==> src/ep_pkg.sv <==
/*
 * Shared constants and carrier types for the eight-bit port whose upper three pins
 * (5 to 7) carry the parallel-port strobes, PWM channels and analog inputs.
 * Assumes a single 40 MHz clock domain and a plain register port with a three-bit word address.
 */
package ep_pkg;

  localparam int unsigned EP_PIN_W = 8;
  localparam int unsigned EP_ADDR_W = 3;

  // Register word offsets on the plain register port.
  localparam logic [2:0] EP_OFF_PIN_LEVEL = 3'h0;
  localparam logic [2:0] EP_OFF_OUT_LATCH = 3'h1;
  localparam logic [2:0] EP_OFF_DIRECTION = 3'h2;
  localparam logic [2:0] EP_OFF_SHARED = 3'h3;
  localparam logic [2:0] EP_OFF_WDT_CTRL = 3'h4;
  localparam logic [2:0] EP_OFF_PWM_TRI = 3'h5;

  // Field positions.
  localparam int unsigned EP_WDT_SHARED_BIT = 4;
  localparam int unsigned EP_PIN5 = 5;
  localparam int unsigned EP_PIN6 = 6;
  localparam int unsigned EP_PIN7 = 7;
  localparam int unsigned EP_TRI_P3B = 0;
  localparam int unsigned EP_TRI_P1C = 1;
  localparam int unsigned EP_TRI_P1B = 2;

  // Analog select: a 0 bit means analog, bits 7:2 map to channels 15 down to 10.
  localparam logic [7:0] EP_ANALOG_IMPL_MASK = 8'hfc;

  // Values after reset.
  localparam logic [7:0] EP_RST_LATCH = 8'h00;
  localparam logic [7:0] EP_RST_DIRECTION = 8'hff;
  localparam logic [7:0] EP_RST_ANALOG = 8'h00;
  localparam logic [7:0] EP_RST_WDT = 8'h00;
  localparam logic [7:0] EP_RST_DEFAULT = 8'h00;
  localparam logic [2:0] EP_RST_PWM_TRI = 3'h0;
  localparam logic [7:0] EP_READ_ZERO = 8'h00;

  // PWM channel values and their per-channel enables from the PWM modules.
  typedef struct packed {
    logic p1b;
    logic p1c;
    logic p3b;
    logic p3c;
  } ep_pwm_t;

  // Parallel-port unit signals toward the pins.
  typedef struct packed {
    logic enable;
    logic master;
    logic byte_enable;
    logic read_strobe;
    logic write_strobe;
  } ep_par_t;

endpackage

==> src/ep_sync2.sv <==
/*
 * Two-flop synchroniser bank for the port pin levels.
 * Assumes the inputs are asynchronous pins and that only the second stage is read downstream.
 */
`timescale 1ns/1ps
module ep_sync2
  import ep_pkg::*;
(
  input wire logic clk_i,
  input wire logic rst_i,
  input wire logic [EP_PIN_W-1:0] async_i,
  output logic [EP_PIN_W-1:0] sync_o
);

  logic [EP_PIN_W-1:0] meta_r;
  logic [EP_PIN_W-1:0] sync_r;

  // The first stage feeds only the second stage, so a metastable sample never fans out.
  always_ff @(posedge clk_i) begin
    if (rst_i) begin
      meta_r <= EP_READ_ZERO;
      sync_r <= EP_READ_ZERO;
    end else begin
      meta_r <= async_i;
      sync_r <= meta_r;
    end
  end

  assign sync_o = sync_r;

endmodule

==> src/ep_port_top.sv <==
/*
 * Eight-bit bidirectional port with the pin 5 to 7 alternate functions: parallel-port
 * byte enable and strobes, PWM channels with optional tri-state on shutdown, and analog inputs.
 * Assumes the PWM and parallel-port units run on clk_i and that the package size strap is static.
 */
// Decided for this implementation: the register addresses and the strobed register port.
//
// Contract
// Peripherals with don't-care direction override the direction bit and set pin direction.
// Reset makes pins 5..7 analog channels 13..15; digital driver stays enabled.
// Mapped PWM with direction 0 beats latch and parallel-port data.
// Each mapped PWM output may float during a PWM shutdown event; P3C on the other port never floats.
// PWM B/C of modules 1 and 3 land here only when alt map clear.
// Map select 0 puts parallel byte enable on pin 5 regardless of direction.
// Map select 0: pin 6 is read strobe, driven as master, input as slave.
// Map select 0: pin 7 is write strobe, driven as master, input as slave.
// Small package: level, latch and direction registers read as zero.
// Shared address holds analog select only while watchdog control bit 4 is 1.
// Analog select bits 7:2 pick analog or digital for channels 15 down to 10.
// Plain mode drives latch when direction 0; reads buffered pin when direction 1.
// Writing the level register updates the latch; reading returns pin levels.
`timescale 1ns/1ps
module ep_port_top
  import ep_pkg::*;
(
  input wire logic clk_i,
  input wire logic rst_i,
  input wire logic [EP_ADDR_W-1:0] addr_i,
  input wire logic [7:0] wdata_i,
  input wire logic wr_i,
  input wire logic rd_i,
  output logic [7:0] rdata_o,
  input wire logic [EP_PIN_W-1:0] pin_i,
  output logic [EP_PIN_W-1:0] pin_o,
  output logic [EP_PIN_W-1:0] pin_oe_o,
  input wire logic small_package_i,
  input wire logic pwm_alt_map_select_i,
  input wire ep_pwm_t pwm_val_i,
  input wire ep_pwm_t pwm_en_i,
  input wire logic pwm_shutdown_i,
  input wire logic par_port_map_select_i,
  input wire ep_par_t par_i,
  output logic par_read_strobe_o,
  output logic par_write_strobe_o,
  output logic [3:0] other_port_e_pins_o,
  output logic [3:0] other_port_e_pins_oe_o,
  output logic [2:0] analog_ch_en_o
);

  logic [7:0] latch_r;
  logic [7:0] dir_r;
  logic [7:0] analog_r;
  logic [7:0] wdt_r;
  logic [7:0] default_r;
  logic [2:0] pwm_tri_r;
  logic small_r;
  logic [7:0] rdata_r;
  logic [EP_PIN_W-1:0] pin_r;
  logic [EP_PIN_W-1:0] pin_oe_r;
  logic [3:0] other_port_e_pins_r;
  logic [3:0] other_port_e_pins_oe_r;
  logic par_rd_in_r;
  logic par_wr_in_r;
  logic [EP_PIN_W-1:0] pin_sync;
  logic shared_alt;
  logic pwm_here;
  logic par_here;
  logic [7:0] pin_read;
  logic [7:0] digital_in;
  logic [7:0] pwm_sel;
  logic [7:0] pwm_val;
  logic [7:0] pwm_float;
  logic [7:0] par_sel;
  logic [7:0] par_val;
  logic [7:0] par_drive;
  logic [EP_PIN_W-1:0] pin_nxt;
  logic [EP_PIN_W-1:0] pin_oe_nxt;

  ep_sync2 u_sync (
    .clk_i(clk_i),
    .rst_i(rst_i),
    .async_i(pin_i),
    .sync_o(pin_sync)
  );

  // The package strap is caught while reset is held and frozen after release.
  always_ff @(posedge clk_i) begin
    if (rst_i) begin
      small_r <= small_package_i;
    end
  end

  assign shared_alt = wdt_r[EP_WDT_SHARED_BIT];
  assign pwm_here = ~pwm_alt_map_select_i;
  assign par_here = par_i.enable & (par_port_map_select_i == 1'b0);

  // Pins set as analog read back as zero on the digital path.
  assign digital_in = pin_sync & (analog_r | ~EP_ANALOG_IMPL_MASK);
  assign pin_read = small_r ? EP_READ_ZERO : digital_in;

  // Output latch: written through either the level or the latch address.
  always_ff @(posedge clk_i) begin
    if (rst_i) begin
      latch_r <= EP_RST_LATCH;
    end else if (wr_i && (addr_i == EP_OFF_PIN_LEVEL || addr_i == EP_OFF_OUT_LATCH)) begin
      latch_r <= wdata_i;
    end
  end

  always_ff @(posedge clk_i) begin
    if (rst_i) begin
      dir_r <= EP_RST_DIRECTION;
    end else if (wr_i && addr_i == EP_OFF_DIRECTION) begin
      dir_r <= wdata_i;
    end
  end

  // Analog select resets to all-analog, so pins 5..7 come up as channels 13..15.
  always_ff @(posedge clk_i) begin
    if (rst_i) begin
      analog_r <= EP_RST_ANALOG;
    end else if (wr_i && addr_i == EP_OFF_SHARED && shared_alt) begin
      analog_r <= wdata_i & EP_ANALOG_IMPL_MASK;
    end
  end

  // The default register behind the shared address is only reachable while bit 4 is clear.
  always_ff @(posedge clk_i) begin
    if (rst_i) begin
      default_r <= EP_RST_DEFAULT;
    end else if (wr_i && addr_i == EP_OFF_SHARED && !shared_alt) begin
      default_r <= wdata_i;
    end
  end

  always_ff @(posedge clk_i) begin
    if (rst_i) begin
      wdt_r <= EP_RST_WDT;
    end else if (wr_i && addr_i == EP_OFF_WDT_CTRL) begin
      wdt_r <= wdata_i;
    end
  end

  always_ff @(posedge clk_i) begin
    if (rst_i) begin
      pwm_tri_r <= EP_RST_PWM_TRI;
    end else if (wr_i && addr_i == EP_OFF_PWM_TRI) begin
      pwm_tri_r <= wdata_i[2:0];
    end
  end

  // Read data stand for exactly the cycle after the strobe; unmapped addresses read zero.
  always_ff @(posedge clk_i) begin
    if (rst_i) begin
      rdata_r <= EP_READ_ZERO;
    end else if (rd_i) begin
      unique case (addr_i)
        EP_OFF_PIN_LEVEL: rdata_r <= pin_read;
        EP_OFF_OUT_LATCH: rdata_r <= small_r ? EP_READ_ZERO : latch_r;
        EP_OFF_DIRECTION: rdata_r <= small_r ? EP_READ_ZERO : dir_r;
        EP_OFF_SHARED: rdata_r <= shared_alt ? analog_r : default_r;
        EP_OFF_WDT_CTRL: rdata_r <= wdt_r;
        EP_OFF_PWM_TRI: rdata_r <= {5'h00, pwm_tri_r};
        default: rdata_r <= EP_READ_ZERO;
      endcase
    end else begin
      rdata_r <= EP_READ_ZERO;
    end
  end

  // PWM overrides for pins 5..7; the direction bit must be 0 for the PWM to claim the pin.
  always_comb begin
    pwm_sel = 8'h00;
    pwm_val = 8'h00;
    pwm_float = 8'h00;
    pwm_sel[EP_PIN5] = pwm_here & pwm_en_i.p3b & ~dir_r[EP_PIN5];
    pwm_sel[EP_PIN6] = pwm_here & pwm_en_i.p1c & ~dir_r[EP_PIN6];
    pwm_sel[EP_PIN7] = pwm_here & pwm_en_i.p1b & ~dir_r[EP_PIN7];
    pwm_val[EP_PIN5] = pwm_val_i.p3b;
    pwm_val[EP_PIN6] = pwm_val_i.p1c;
    pwm_val[EP_PIN7] = pwm_val_i.p1b;
    pwm_float[EP_PIN5] = pwm_shutdown_i & pwm_tri_r[EP_TRI_P3B];
    pwm_float[EP_PIN6] = pwm_shutdown_i & pwm_tri_r[EP_TRI_P1C];
    pwm_float[EP_PIN7] = pwm_shutdown_i & pwm_tri_r[EP_TRI_P1B];
  end

  // Parallel-port claims ignore the direction bit; the strobes float when the port is a slave.
  always_comb begin
    par_sel = 8'h00;
    par_val = 8'h00;
    par_drive = 8'h00;
    par_sel[EP_PIN5] = par_here;
    par_sel[EP_PIN6] = par_here;
    par_sel[EP_PIN7] = par_here;
    par_val[EP_PIN5] = par_i.byte_enable;
    par_val[EP_PIN6] = par_i.read_strobe;
    par_val[EP_PIN7] = par_i.write_strobe;
    par_drive[EP_PIN5] = 1'b1;
    par_drive[EP_PIN6] = par_i.master;
    par_drive[EP_PIN7] = par_i.master;
  end

  // Per-pin priority: PWM, then parallel port, then the plain latch and direction.
  // Analog selection leaves the digital driver alone, so an analog pin with direction 0 still drives.
  for (genvar i = 0; i < EP_PIN_W; i++) begin : g_pin
    always_comb begin
      if (small_r) begin
        pin_nxt[i] = 1'b0;
        pin_oe_nxt[i] = 1'b0;
      end else if (pwm_sel[i]) begin
        pin_nxt[i] = pwm_val[i];
        pin_oe_nxt[i] = ~pwm_float[i];
      end else if (par_sel[i]) begin
        pin_nxt[i] = par_val[i];
        pin_oe_nxt[i] = par_drive[i];
      end else begin
        pin_nxt[i] = latch_r[i];
        pin_oe_nxt[i] = ~dir_r[i];
      end
    end
  end

  always_ff @(posedge clk_i) begin
    if (rst_i) begin
      pin_r <= EP_READ_ZERO;
      pin_oe_r <= EP_READ_ZERO;
    end else begin
      pin_r <= pin_nxt;
      pin_oe_r <= pin_oe_nxt;
    end
  end

  // With the alternate map set, the four PWM channels go to the other port instead.
  always_ff @(posedge clk_i) begin
    if (rst_i) begin
      other_port_e_pins_r <= 4'h0;
      other_port_e_pins_oe_r <= 4'h0;
    end else begin
      other_port_e_pins_r <= pwm_val_i;
      other_port_e_pins_oe_r <= pwm_alt_map_select_i ? (pwm_en_i & ~({4{pwm_shutdown_i}} &
        {pwm_tri_r[EP_TRI_P1B], pwm_tri_r[EP_TRI_P1C], pwm_tri_r[EP_TRI_P3B], 1'b0})) : 4'h0;
    end
  end

  // Slave-mode strobes come in on the synchronised pins; they read low unless the port is a mapped slave.
  always_ff @(posedge clk_i) begin
    if (rst_i) begin
      par_rd_in_r <= 1'b0;
      par_wr_in_r <= 1'b0;
    end else begin
      par_rd_in_r <= par_here & ~par_i.master & pin_sync[EP_PIN6];
      par_wr_in_r <= par_here & ~par_i.master & pin_sync[EP_PIN7];
    end
  end

  assign rdata_o = rdata_r;
  assign pin_o = pin_r;
  assign pin_oe_o = pin_oe_r;
  assign other_port_e_pins_o = other_port_e_pins_r;
  assign other_port_e_pins_oe_o = other_port_e_pins_oe_r;
  assign par_read_strobe_o = par_rd_in_r;
  assign par_write_strobe_o = par_wr_in_r;
  assign analog_ch_en_o = ~analog_r[EP_PIN7:EP_PIN5];

endmodule

==> config.mk <==
export PLATFORM = sky130hd
export DESIGN_NAME = ep_port_top
export DESIGN_NICKNAME = d
export VERILOG_FILES = /design/src/ep_pkg.sv /design/src/ep_sync2.sv /design/src/ep_port_top.sv
export SDC_FILE = /design/constraint.sdc
export NUM_CORES = 1
export LEC_CHECK = 0
export BUFFER_PORTS_ARGS = -buffer_cell sky130_fd_sc_hd__buf_2
export CAP_MARGIN = 25
export CORE_UTILIZATION = 54
export DETAILED_ROUTE_END_ITERATION = 8
export HOLD_SLACK_MARGIN = 0.12
export PLACE_DENSITY = 0.87
export SLEW_MARGIN = 5
export SYNTH_ARGS = -nofsm -noshare
export SYNTH_HDL_FRONTEND = slang
export SYNTH_SLANG_ARGS = --single-unit
==> constraint.sdc <==
create_clock -name clk_i -period 3.5 [get_ports clk_i]
set_input_delay 0.7 -clock clk_i [delete_from_list [all_inputs] [get_ports clk_i]]
set_output_delay 0.7 -clock clk_i [all_outputs]
set_load 0.03 [all_outputs]
==> flow_metrics.env <==
export IMPL_outcome="finished, final reports clean"
export IMPL_chipHeight_um=82.2
export IMPL_yosys_area_top_type_share_pct=52.4
export IMPL_setup_tns_ns=0
export IMPL_die_area_um2=6760
export IMPL_cts_root_buf="clkbuf_8"
export IMPL_vias_per_cell=5.54
export IMPL_critPathBufInv=1
export IMPL_ant_nets=0
export IMPL_critPathRequiredTime_ns=3.74
export IMPL_dp_hpwl_mm=5.72
export IMPL_rsz0062_at_grt="no"
export IMPL_skew_ns=0.0121
export IMPL_drc=0
export IMPL_grt_max_degree=44
export IMPL_synth_edf_count=1
export IMPL_synth_distinct_cells=41
export IMPL_power_leakage_nw=1.70
export IMPL_ir_worst_vdd_v=0.000303
export IMPL_core_um2=6060
export IMPL_wl_per_cell_um=15.7
export IMPL_synthFlopType="dfxtp_1"
export IMPL_synthTopCellsByArea="dfxtp_1 52%, mux2i_1 8.6%, nand2_1 5.0%"
export IMPL_fin_nets=470
export IMPL_tightest_slew_ns=0.825
export IMPL_grtUsageTotal_pct=25.9
export IMPL_synth_async_reset_ratio_pct=0
export IMPL_clock_latency_ns=0.36
export IMPL_numCtsBuffers=9
export IMPL_crit_path_end_kind="flop"
export IMPL_vias=2824
export IMPL_synth_most_common_cell="dfxtp_1"
export IMPL_htree_levels=3
export IMPL_setup_viol=0
export IMPL_clockBufferDepth=2
export IMPL_die_x_um=82.2
export IMPL_dr_pass1_iters=5
export IMPL_fmax_mhz=477
export IMPL_rows=28
export IMPL_yosysSeqAreaShare_pct=53.3
export IMPL_grt_overflow_total=0
export IMPL_avgSynthCellArea_um2=9.63
export IMPL_arrival_ns=2.33
export IMPL_postSynthRegisterBits=92
export IMPL_crit_family="simple AND/OR/NAND/NOR gates"
export IMPL_slew_headroom_pct=44.7
export IMPL_cts_tree="yes"
export IMPL_whs_ns=0.443
export IMPL_synth_nets=401
export IMPL_ys_top_cells_by_count="91 x dfxtp_1, 46 x nand2_1, 42 x nor2_1"
export IMPL_pwr_density_cell_nw_per_um2=472
export IMPL_cts_sinks=92
export IMPL_hold_class="flop to flop"
export IMPL_antenna_found_initial=0
export IMPL_cp_start_kind="input pin"
export IMPL_path_max_fanout=18
export IMPL_slowest_stage="nor3b_2"
export IMPL_cts_hold_buf=0
export IMPL_yosysTopAreaCell="dfxtp_1"
export IMPL_slew_viol_final=0
export IMPL_period_minus_slack_ns=2.10
export IMPL_syn_area_um2=3480
export IMPL_max_stage_delay_ns=0.74
export IMPL_ios=77
export IMPL_grt_pass1_vias=2661
export IMPL_fin_crit_sh_pct=59.9
export IMPL_post_cts_setup_buffer_count=0
export IMPL_ys_warn_count=0
export IMPL_grt_pass1_wl_mm=12.7
export IMPL_drive_above_1_share_pct=23.4
export IMPL_routed_wl_mm=8.00
export IMPL_n_antenna_cell=0
export IMPL_max_cap_violations=0
export IMPL_drt_iter0_markers=231
export IMPL_critPathKind="input pin to flop"
export IMPL_areaGrowthSynthToFinish_pct=15.8
export IMPL_clkTransAtPathRegs_ns=0.09
export IMPL_finalHoldViolCount=0
export IMPL_cp_cell_sequence="buf_2 -> nand3b_1 -> nor3b_2 -> mux2i_1 -> nor2_1"
export IMPL_regToRegSetupSlack_ns=1.91
export IMPL_place_gp_congestion=0.891
export IMPL_port_buffers=76
export IMPL_cts_resized=0
export IMPL_postSynthCellCount=361
export IMPL_initial_core_util_pct=57.3
-- report_power, final --
| part | leakage, nW | internal [mW] | total (mW) | switching (mW) |
|---|---|---|---|---|
| logic | 0.860 | 0.0628 | 0.165 | 0.102 |
| clock network | 0.0896 | 0.261 | 0.639 | 0.378 |
| registers | 0.751 | 1.08 | 1.09 | 0.0164 |
| total | 1.70 | 1.40 | 1.90 | 0.496 |
-- worst paths after layout --
path                                        from               end  cells after the start
worst max-delay path                   addr_i[1]      default_r[1]                      5
worst min-delay path            u_sync.meta_r[2]  u_sync.sync_o[2]                      1
worst max register to register          wdt_r[4]      default_r[1]                      3
worst min register to register  u_sync.meta_r[2]  u_sync.sync_o[2]                      1
-- cells by family after synthesis --
family,share of synthesized area [%]
muxes,9.61
AOI/OAI and AO/OA,8.82
DFF,53.3
buffers and inverters,3.78
and+or+nand+nor,24.5
-- worst register-to-register path: cells and delay by family (launching register included) --
family / cells / cell delay, ns
and+or+nand+nor: 2 / 0.76
DFF: 1 / 0.40
muxes: 1 / 0.31
-- cell type report --
cell class | count | area (um2)
multi-input cells | 245 | 1490
repair buffers | 78 | 395
fillers | 499 | 2040
clock inverters | 7 | 52.6
well taps | 75 | 93.8
flip-flops and latches | 92 | 1850
inverters | 4 | 15.0
clock buffers | 9 | 124
-- registers in the layout, summed over array words and instances, names as in the netlist, 3 cells and up --
name and count:
analog_r 6, dir_r 8, other_port_e_pins_o 4, pwm_tri_r 3
pin_o 8, wdt_r 8, default_r 8, pin_oe_o 8
latch_r 8, u_sync.meta_r 8, other_port_e_pins_oe_o 4, u_sync.sync_o 8
rdata_o 8
-- stage by stage --
step           instances  power [mW]  cell area, um2  utilization (%)  setup WS, ns
5_1_grt              510        1.97            4030             66.4          1.31
6_report             510        1.90            4030             66.4          1.40
4_1_cts              510        1.91            4030             66.4          1.43
3_3_place_gp         494        1.28            3850             63.5          1.19
2_1_floorplan        361        1.22            3480                -          1.79
3_5_place_dp         494        1.28            3850             63.5          1.04
-- cell usage in the layout, fill, tap and decap left out, drive strengths merged, types with 5 or more instances in the layout --
master	instances
nor2	43
nand3b	14
dfxtp	91
and2	7
clkbuf	9
mux2i	30
a21oi	24
nand2	46
nor2b	24
inv	5
clkinv	5
buf	78
-- metal layers --
| metal | wire length, um | global-route usage (%) | vias up | share of wire (%) |
|---|---|---|---|---|
| li1 | - | - | 1355 | - |
| met1 | 3350 | 33.1 | 1338 | 42 |
| met2 | 3920 | 42.1 | 120 | 49 |
| met3 | 629 | 6.59 | 11 | 7.9 |
| met4 | 102 | 9.30 | 0 | 1.3 |
| met5 | 0 | 0 | - | 0 |
No activity file was read; power rests on OpenSTA's default activity.
